## src/core/srsl_pkg.sv

```systemverilog
// constants, register map and state types of the supervisor and status logic
package srsl_pkg;
   // clock and timing figures
   localparam int unsigned CLK_PERIOD_NS = 20;
   localparam int unsigned CLK_MHZ = 50;
   localparam int unsigned RSTIN_MIN_NS = 100;
   localparam int unsigned RSTIN_MIN_CYC = (RSTIN_MIN_NS + CLK_PERIOD_NS - 1) / CLK_PERIOD_NS;
   localparam int unsigned TREC_DEF_US = 97000;
   localparam int unsigned TREC_STOP_US = 100000;
   localparam int unsigned TREC_LONG_US = 1000000;
   localparam int unsigned TREC_DEF_CYC = TREC_DEF_US * CLK_MHZ;
   localparam int unsigned TREC_STOP_CYC = TREC_STOP_US * CLK_MHZ;
   localparam int unsigned TREC_LONG_CYC = TREC_LONG_US * CLK_MHZ;
   localparam longint unsigned BATT_TEST_HOURS = 24;
   localparam longint unsigned BATT_TEST_CYC = BATT_TEST_HOURS * 64'd3600 * 64'(CLK_MHZ) * 64'd1000000;
   localparam int FILT_W = 4;
   localparam logic [FILT_W-1:0] FILT_TARGET = FILT_W'(RSTIN_MIN_CYC);
   localparam int CNT_W = 32;
   localparam int DAY_W = 44;

   // register offsets
   localparam logic [7:0] REG_HOURS = 8'h04;
   localparam logic [7:0] REG_YEARS = 8'h07;
   localparam logic [7:0] REG_CTRL = 8'h0A;
   localparam logic [7:0] REG_FLAGS = 8'h0F;
   localparam logic [7:0] REG_SERIAL = 8'h18;
   localparam logic [4:0] SERIAL_BASE = 5'h03;

   // field positions
   localparam int HOURS_TR_BIT = 7;
   localparam int YEARS_CENT_HI = 7;
   localparam int YEARS_CENT_LO = 6;
   localparam int FLAG_BL_BIT = 4;
   localparam int FLAG_OF_BIT = 2;
   localparam int CTRL_OUT_BIT = 7;
   localparam int CTRL_ABE_BIT = 6;
   localparam int CTRL_AFE_BIT = 5;
   localparam int CTRL_OSC_FAIL_IRQ_ENABLE_BIT = 4;
   localparam int CTRL_TIE_BIT = 3;
   localparam int CTRL_WDIRQ_BIT = 2;
   localparam int CTRL_POWERFAIL_OPENDRAIN_SEL_BIT = 1;
   localparam int CTRL_ST_BIT = 0;

   // serial number, arbitrary value
   localparam logic [63:0] SERIAL_DEFAULT = 64'h0123_4567_89AB_CDEF;

   // reset phases of the supervisor
   typedef enum logic [1:0] {PH_BACKUP, PH_HOLD, PH_RECOVER, PH_RUN} srsl_phase_e;

   // register port request
   typedef struct packed {
      logic wr;
      logic rd;
      logic [7:0] addr;
      logic [7:0] wdata;
   } srsl_req_s;

   // whole state of the supervisor
   typedef struct packed {
      srsl_phase_e phase;
      logic powerRecov;
      logic [CNT_W-1:0] recCnt;
      logic fallMeta;
      logic fallSync;
      logic riseMeta;
      logic riseSync;
      logic [FILT_W-1:0] fallCnt;
      logic [FILT_W-1:0] riseCnt;
      logic vccSeen;
      logic [DAY_W-1:0] dayCnt;
      logic tr;
      logic [7:0] ctrl;
      logic [5:0] hours;
      logic [1:0] century;
      logic oscFail;
      logic battLow;
      logic rdPend;
      logic [7:0] rdAddr;
      logic [7:0] rdData;
      logic rdValid;
      logic resetLow;
      logic pfOutA;
      logic pfOeA;
      logic pfOutB;
      logic pfOeB;
      logic irqLow;
      logic leapDay;
   } srsl_state_s;

   localparam srsl_state_s STATE_RESET = '{
      phase: PH_BACKUP, powerRecov: 1'b1, recCnt: '0, fallMeta: 1'b1, fallSync: 1'b1,
      riseMeta: 1'b0, riseSync: 1'b0, fallCnt: '0, riseCnt: '0, vccSeen: 1'b0,
      dayCnt: '0, tr: 1'b0, ctrl: 8'h82, hours: '0, century: '0, oscFail: 1'b1,
      battLow: 1'b0, rdPend: 1'b0, rdAddr: '0, rdData: '0, rdValid: 1'b0,
      resetLow: 1'b1, pfOutA: 1'b0, pfOeA: 1'b1, pfOutB: 1'b0, pfOeB: 1'b1,
      irqLow: 1'b0, leapDay: 1'b0};
endpackage

```

## src/core/srsl_serial_rom.sv

```systemverilog
// read-only store of the eight serial number bytes
`timescale 1ns/1ps
module srsl_serial_rom
   import srsl_pkg::*;
#(
   parameter logic [63:0] SERIAL = SERIAL_DEFAULT
)(
   input wire logic clock,
   input wire logic arst_n,
   input wire logic [2:0] addr,
   output logic [7:0] data
);
   logic [7:0] bytes [8];

   // one byte per entry, fixed at build time
   for (genvar i = 0; i < 8; i++)
   begin : g_byte
      assign bytes[i] = SERIAL[i*8 +: 8];
   end

   // registered read port
   always_ff @(posedge clock or negedge arst_n)
   begin
      if (!arst_n)
         data <= '0;
      else
         data <= bytes[addr];
   end
endmodule // srsl_serial_rom

```

## src/core/srsl_supervisor.sv

```systemverilog
// supervisor, power-fail outputs, interrupt pin and status registers
`timescale 1ns/1ps
module srsl_supervisor
   import srsl_pkg::*;
#(
   parameter int unsigned TREC_DEF = TREC_DEF_CYC,
   parameter int unsigned TREC_STOP = TREC_STOP_CYC,
   parameter int unsigned TREC_LONG = TREC_LONG_CYC,
   parameter longint unsigned BATT_PERIOD = BATT_TEST_CYC
)(
   input wire logic clock,
   input wire logic arst_n,
   input wire logic extResetFall_n,
   input wire logic extResetRise,
   input wire logic vccOk,
   input wire logic pfBelowA,
   input wire logic pfBelowB,
   input wire logic batteryBelow,
   input wire logic oscStopped,
   input wire logic alarmEvent,
   input wire logic watchdogEvent,
   input wire logic tamperEvent,
   input wire logic watchdogReset,
   input wire logic centuryRoll,
   input wire logic [7:0] yearBcd,
   input wire srsl_req_s regReq,
   output logic [7:0] regRdData,
   output logic regRdValid,
   output logic resetLow,
   output logic pfOutA,
   output logic pfOeA,
   output logic pfOutB,
   output logic pfOeB,
   output logic irqLow,
   output logic leapDay,
   output logic [1:0] centuryBits
);
   srsl_state_s s;
   srsl_state_s next_s;
   logic [7:0] serialByte;
   logic fallReq;
   logic riseReq;
   logic anyReq;
   logic [CNT_W-1:0] recLen;
   logic wrOk;
   logic irqSrcOn;
   logic irqAssert;
   logic yearDiv4;
   logic centuryYear;

   // serial number store, addressed by the low offset bits
   srsl_serial_rom srsl_serial_rom_i (
      .clock(clock),
      .arst_n(arst_n),
      .addr(regReq.addr[2:0]),
      .data(serialByte)
   );

   // filtered reset requests and merged request
   assign fallReq = (s.fallCnt == FILT_TARGET);
   assign riseReq = (s.riseCnt == FILT_TARGET);
   assign anyReq = fallReq | riseReq | watchdogReset | !vccOk;

   // recovery length select
   always_comb
   begin
      if (s.tr)
         recLen = CNT_W'(TREC_LONG);
      else if (s.ctrl[CTRL_ST_BIT])
         recLen = CNT_W'(TREC_STOP);
      else
         recLen = CNT_W'(TREC_DEF);
   end

   // writes accepted only while running normally
   assign wrOk = regReq.wr && (s.phase == PH_RUN);

   // interrupt sources
   assign irqSrcOn = s.ctrl[CTRL_OSC_FAIL_IRQ_ENABLE_BIT] | s.ctrl[CTRL_AFE_BIT] | s.ctrl[CTRL_TIE_BIT]
                     | s.ctrl[CTRL_WDIRQ_BIT];
   assign irqAssert = (s.oscFail & s.ctrl[CTRL_OSC_FAIL_IRQ_ENABLE_BIT])
                      | (alarmEvent & s.ctrl[CTRL_AFE_BIT])
                      | (tamperEvent & s.ctrl[CTRL_TIE_BIT])
                      | (watchdogEvent & s.ctrl[CTRL_WDIRQ_BIT]);

   // leap year test on the bcd year
   assign yearDiv4 = yearBcd[4] ? (yearBcd[3:0] == 4'h2 || yearBcd[3:0] == 4'h6)
                                : (yearBcd[3:0] == 4'h0 || yearBcd[3:0] == 4'h4
                                   || yearBcd[3:0] == 4'h8);
   assign centuryYear = (yearBcd == 8'h00);

   // next state
   always_comb
   begin
      next_s = s;

      // two-flop synchronisers on the reset inputs
      next_s.fallMeta = extResetFall_n;
      next_s.fallSync = s.fallMeta;
      next_s.riseMeta = extResetRise;
      next_s.riseSync = s.riseMeta;

      // width filters: count active cycles, saturate at the minimum width
      if (s.fallSync)
         next_s.fallCnt = '0;
      else if (!fallReq)
         next_s.fallCnt = s.fallCnt + FILT_W'(1);
      if (!s.riseSync)
         next_s.riseCnt = '0;
      else if (!riseReq)
         next_s.riseCnt = s.riseCnt + FILT_W'(1);

      // reset phase sequence
      case (s.phase)
         PH_BACKUP:
         begin
            if (vccOk)
            begin
               next_s.phase = PH_RECOVER;
               next_s.recCnt = recLen;
            end
         end
         PH_HOLD:
         begin
            if (!vccOk)
               next_s.phase = PH_BACKUP;
            else if (!anyReq)
            begin
               next_s.phase = PH_RECOVER;
               next_s.recCnt = recLen;
            end
         end
         PH_RECOVER:
         begin
            if (!vccOk)
               next_s.phase = PH_BACKUP;
            else if (anyReq)
               next_s.phase = PH_HOLD;
            else if (s.recCnt <= CNT_W'(1))
            begin
               next_s.phase = PH_RUN;
               next_s.powerRecov = 1'b0;
            end
            else
               next_s.recCnt = s.recCnt - CNT_W'(1);
         end
         PH_RUN:
         begin
            if (!vccOk)
               next_s.phase = PH_BACKUP;
            else if (anyReq)
               next_s.phase = PH_HOLD;
         end
         default:
            next_s.phase = PH_BACKUP;
      endcase
      if (!vccOk)
         next_s.powerRecov = 1'b1;

      // reset or supply return clears enables; backup keeps them for the pin
      if (next_s.phase == PH_HOLD || next_s.phase == PH_RECOVER)
      begin
         next_s.ctrl[CTRL_OSC_FAIL_IRQ_ENABLE_BIT] = 1'b0;
         next_s.ctrl[CTRL_AFE_BIT] = 1'b0;
         next_s.ctrl[CTRL_ABE_BIT] = 1'b0;
         next_s.ctrl[CTRL_TIE_BIT] = 1'b0;
         next_s.ctrl[CTRL_WDIRQ_BIT] = 1'b0;
      end

      // battery test at power-up and every period, only with supply
      next_s.vccSeen = vccOk;
      if (!vccOk)
         next_s.dayCnt = '0;
      else if (!s.vccSeen || s.dayCnt >= DAY_W'(BATT_PERIOD - 64'd1))
      begin
         next_s.dayCnt = '0;
         next_s.battLow = batteryBelow;
      end
      else
         next_s.dayCnt = s.dayCnt + DAY_W'(1);

      // century counter
      if (centuryRoll)
         next_s.century = s.century + 2'b01;

      // register writes
      if (wrOk)
      begin
         if (regReq.addr == REG_HOURS)
         begin
            next_s.tr = regReq.wdata[HOURS_TR_BIT];
            next_s.hours = regReq.wdata[5:0];
         end
         else if (regReq.addr == REG_YEARS)
            next_s.century = {regReq.wdata[YEARS_CENT_HI], regReq.wdata[YEARS_CENT_LO]};
         else if (regReq.addr == REG_CTRL)
            next_s.ctrl = regReq.wdata;
         else if (regReq.addr == REG_FLAGS && !regReq.wdata[FLAG_OF_BIT])
            next_s.oscFail = 1'b0;
      end

      // oscillator fail set wins over a clearing write
      if (oscStopped || s.ctrl[CTRL_ST_BIT])
         next_s.oscFail = 1'b1;

      // register reads, answered two cycles after the request
      next_s.rdPend = regReq.rd;
      next_s.rdAddr = regReq.addr;
      next_s.rdValid = s.rdPend;
      if (s.rdPend)
      begin
         if (s.rdAddr == REG_HOURS)
            next_s.rdData = {s.tr, 1'b0, s.hours};
         else if (s.rdAddr == REG_YEARS)
            next_s.rdData = {s.century, 6'h00};
         else if (s.rdAddr == REG_CTRL)
            next_s.rdData = s.ctrl;
         else if (s.rdAddr == REG_FLAGS)
            next_s.rdData = 8'(({7'h00, s.battLow} << FLAG_BL_BIT)
                                | ({7'h00, s.oscFail} << FLAG_OF_BIT));
         else if (s.rdAddr[7:3] == SERIAL_BASE)
            next_s.rdData = serialByte;
         else
            next_s.rdData = 8'h00;
      end

      // reset output from the phase
      next_s.resetLow = (next_s.phase != PH_RUN);

      // power-fail outputs
      if (!vccOk)
      begin
         next_s.pfOutA = 1'b0;
         next_s.pfOutB = 1'b0;
      end
      else if (next_s.powerRecov)
      begin
         next_s.pfOutA = 1'b1;
         next_s.pfOutB = 1'b1;
      end
      else
      begin
         next_s.pfOutA = !pfBelowA;
         next_s.pfOutB = !pfBelowB;
      end
      next_s.pfOeA = !next_s.ctrl[CTRL_POWERFAIL_OPENDRAIN_SEL_BIT] | !next_s.pfOutA;
      next_s.pfOeB = !next_s.ctrl[CTRL_POWERFAIL_OPENDRAIN_SEL_BIT] | !next_s.pfOutB;

      // interrupt and output pin
      if (!vccOk && !s.ctrl[CTRL_ABE_BIT])
         next_s.irqLow = 1'b0;
      else if (irqSrcOn)
         next_s.irqLow = irqAssert;
      else
         next_s.irqLow = !s.ctrl[CTRL_OUT_BIT];

      // leap day allowed for the current year
      next_s.leapDay = yearDiv4 & (!centuryYear | (s.century == 2'b00));
   end

   // state register
   always_ff @(posedge clock or negedge arst_n)
   begin
      if (!arst_n)
         s <= STATE_RESET;
      else
         s <= next_s;
   end

   // outputs straight from the state register
   assign regRdData = s.rdData;
   assign regRdValid = s.rdValid;
   assign resetLow = s.resetLow;
   assign pfOutA = s.pfOutA;
   assign pfOeA = s.pfOeA;
   assign pfOutB = s.pfOutB;
   assign pfOeB = s.pfOeB;
   assign irqLow = s.irqLow;
   assign leapDay = s.leapDay;
   assign centuryBits = s.century;
endmodule // srsl_supervisor

```

## config.mk

```make
export PLATFORM = sky130hd
export DESIGN_NAME = srsl_supervisor
export DESIGN_NICKNAME = d
export VERILOG_FILES = /design/src/core/srsl_pkg.sv /design/src/core/srsl_serial_rom.sv /design/src/core/srsl_supervisor.sv
export SDC_FILE = /design/constraint.sdc
export NUM_CORES = 1
export LEC_CHECK = 0
export CAP_MARGIN = 0
export CORE_MARGIN = 2
export CORE_UTILIZATION = 44
export CTS_BUF_LIST = sky130_fd_sc_hd__clkbuf_4
export DETAILED_ROUTE_END_ITERATION = 12
export DONT_BUFFER_PORTS = 1
export SLEW_MARGIN = 20
export SYNTH_ARGS = -nofsm -noshare
export SYNTH_HDL_FRONTEND = slang
export SYNTH_SLANG_ARGS = --single-unit
```

## constraint.sdc

```tcl
create_clock -name clock -period 5.5 [get_ports clock]
set_input_delay 1.65 -clock clock [delete_from_list [all_inputs] [get_ports clock]]
set_output_delay 1.65 -clock clock [all_outputs]
set_load 0.02 [all_outputs]
```

==> summary.md <==
- buffer cell driving the clock tree root: clkbuf_4
- routability congestion estimate: 0.843
- leakage power: 0.00305 uW
- nature of the critical path endpoint: register
- initial core utilization: 0.451
- wirelength, routed: 15.0 mm
- worst min-delay path category: reg2reg
- gate count after technology mapping: 694
- CTS HTree Levels: 4
- placement row count: 45
- post-route setup TNS: 0 ns
- critical setup path kind: in2reg
- vertical die dimension: 129 um
- final number of setup-violating endpoints: 0
- EDFF count, synth: 0
- drt pass-1 iters: 5
- summed instance area of the synthesized netlist: 6890 um^2
- width of the die: 129 um
- endpoints failing hold: 0
- post-detailed-route wirelength per cell: 16.5 um
- share of the synthesized area in the top cell type: 0.476
- distinct cell type count of the synthesized netlist: 69
- Buffers on Ports: 0
- Yosys warning total: 0
- power density over the cells: 283 nW/um^2
- post-CTS setup repair buffer count: 0
- Post-DP HPWL: 10.2 mm
- Critical Path, Cell by Cell: inv_1 -> nand4_2 -> o22ai_1 -> o21a_2 -> nand2_2 -> o41ai_1
- boundary pin count: 58
- Clk pin slew, worst setup/hold paths: 0.12 ns
- Total GRT Usage: 0.192
- max-slew violation total from the final report: 0
- sequential fraction of the synthesis area: 0.510
- Async S/R FF share, synth: 1.00
- Final period util: 0.556
- Tmin final: 3.06 ns
- clock sink count: 140
- antenna viol nets, final: 0
- worst slew margin relative to its limit: 0.350
- Max clock buf depth: 2
- clock tree from TritonCTS: yes
- fraction of layout cells with a size suffix above 1: 0.107
- clock latency on the worst-skew pair: 0.54 ns
- worst path required time: 5.95 ns
- Pwr Total: 2050 uW
- synth top area cells: dfrtp_1 (48%), nor2_1 (4.8%), xor2_1 (4.2%)
- count of hold-fix buffers inserted at cts: 0
- RSZ-0062 raised after global routing: false
- Highest Clock Rate: 0.327 GHz
- post-CTS sizing: 0
- status: completed
- transition time at the pin with the least slew margin: 0.974 ns
- global-route wire length before repair: 25.4 mm
- DR iter-0 viols: 367
- max-capacitance violation count: 0
- # nets final: 735
- CP peak stage delay: 0.48 ns
- layout-stage area growth over the synthesis result: 5.05%
- via/cell ratio: 5.63
- post-synth top area cell: dfrtp_1
- die area: 16700 um^2
- crit path DAT: 3.51 ns
- CTS buffer count: 17
- most instantiated flip-flop cell in the synthesis netlist: dfrtp_1
- critical path's slowest cell: o21a_2
- vias in the first global route: 5110
- core region area: 15300 um^2
- detailed-route DRC error count: 0
- flops & latches, synth: 140
- initial antenna violation count: 1
- cell with the most instances after synthesis: dfrtp_1
- worst vdd ir: 0.143 mV
- largest clock skew in the final design: 0.0232 ns
- pin count of the biggest net entering global routing: 141
- leading post-synthesis cells by instance count: dfrtp_1 (131), nor2_1 (89), nand2_1 (64)
- Critical Path Source Type: primary input
- Post-Synthesis Mean Instance Area: 9.93 um^2
- highest fanout seen on the critical path: 25
- residual overflow from global routing: 0
- via count: 5130
==> worst paths after layout <==
check,start,endpoint,slack (ns),depth (start not counted)
max,watchdogReset,s[131],2.44,6
min,next_s[97],s[97],0.36,0
max reg2reg,s[89],s[131],2.55,7
min reg2reg,next_s[97],s[97],0.36,0
max in group asynchronous,arst_n,next_s[99],4.41,0
min in group asynchronous,arst_n,s[91],0.79,0
==> report_power, final <==
| group | internal (uW) | switching [uW] | total (uW) |
|---|---|---|---|
| registers | 1080 | 84.9 | 1170 |
| clock network | 235 | 373 | 608 |
| logic | 108 | 167 | 275 |
| total | 1430 | 625 | 2050 |
==> state kept, by name, indices dropped and copies added (netlist names) <==
register                count
centuryBits                 2
irqLow                      1
leapDay                     1
next_s                      3
pfOeA                       1
pfOeB                       1
pfOutA                      1
pfOutB                      1
regRdData                   8
regRdValid                  1
resetLow                    1
s                         115
srsl_serial_rom_i.data      4
==> cells in the final DEF, fill, tap and decap left out, types with 10 or more instances in the layout <==
master,count
inv_1,13
xor2_1,33
nand2b_1,10
and3_1,13
nand3_1,26
a22o_1,10
nand4_1,16
dfrtp_1,131
o21ai_0,47
nor3_1,19
clkbuf_4,20
a21oi_1,26
nand2_1,64
nor2_1,89
==> kinds of logic (layout without fill, tap and decap cells) <==
kind of cell | count (synthesis) | in the layout | share of synthesized area
compound gates | 143 | 143 | 0.134
flops | 140 | 140 | 0.510
xor+xnor | 42 | 42 | 0.0534
simple gates | 304 | 304 | 0.232
mux | 10 | 10 | 0.0162
other cells | 2 | 5 | 0.00109
buf+inv | 44 | 48 | 0.0365
fa+ha+maj | 9 | 9 | 0.0163
==> metrics by stage <==
stage | worst slack, ns | hold slack [ns] | std cells | instance area, um^2 | utilization
2_1_floorplan | 2.47 | 0.331 | 695 | 6890 | -
3_3_place_gp | 1.95 | 0.333 | 878 | 6980 | 0.457
3_5_place_dp | 1.87 | 0.349 | 878 | 6980 | 0.458
4_1_cts | 2.49 | 0.366 | 910 | 7230 | 0.474
5_1_grt | 2.24 | 0.368 | 912 | 7240 | 0.474
6_report | 2.44 | 0.363 | 912 | 7240 | 0.474
==> cell type report <==
cell class | instances | area, um^2
fill | 1429 | 8020
sequential | 140 | 3510
multi-input combinational | 511 | 3130
tap | 211 | 264
clock buffer | 20 | 150
clock inverter | 12 | 98.8
inverter | 13 | 48.8
timing repair buffer | 3 | 22.5
antenna | 2 | 5.00
==> worst max-delay path: cells and delay by family <==
kind	cells	cell delay, ns
AOI/OAI and AO/OA	3	1.24
and+or+nand+nor	2	0.54
buffers and inverters	1	0.06
==> routing by layer <==
| layer | up-vias | share of wire | track usage |
|---|---|---|---|
| li1 | 2476 | - | - |
| met1 | 2549 | 0.46 | 0.253 |
| met2 | 85 | 0.49 | 0.311 |
| met3 | 20 | 0.037 | 0.0450 |
| met4 | 0 | 0.018 | 0.0723 |
| met5 | - | 0 | 0 |
(Power assumes the default switching activity.)
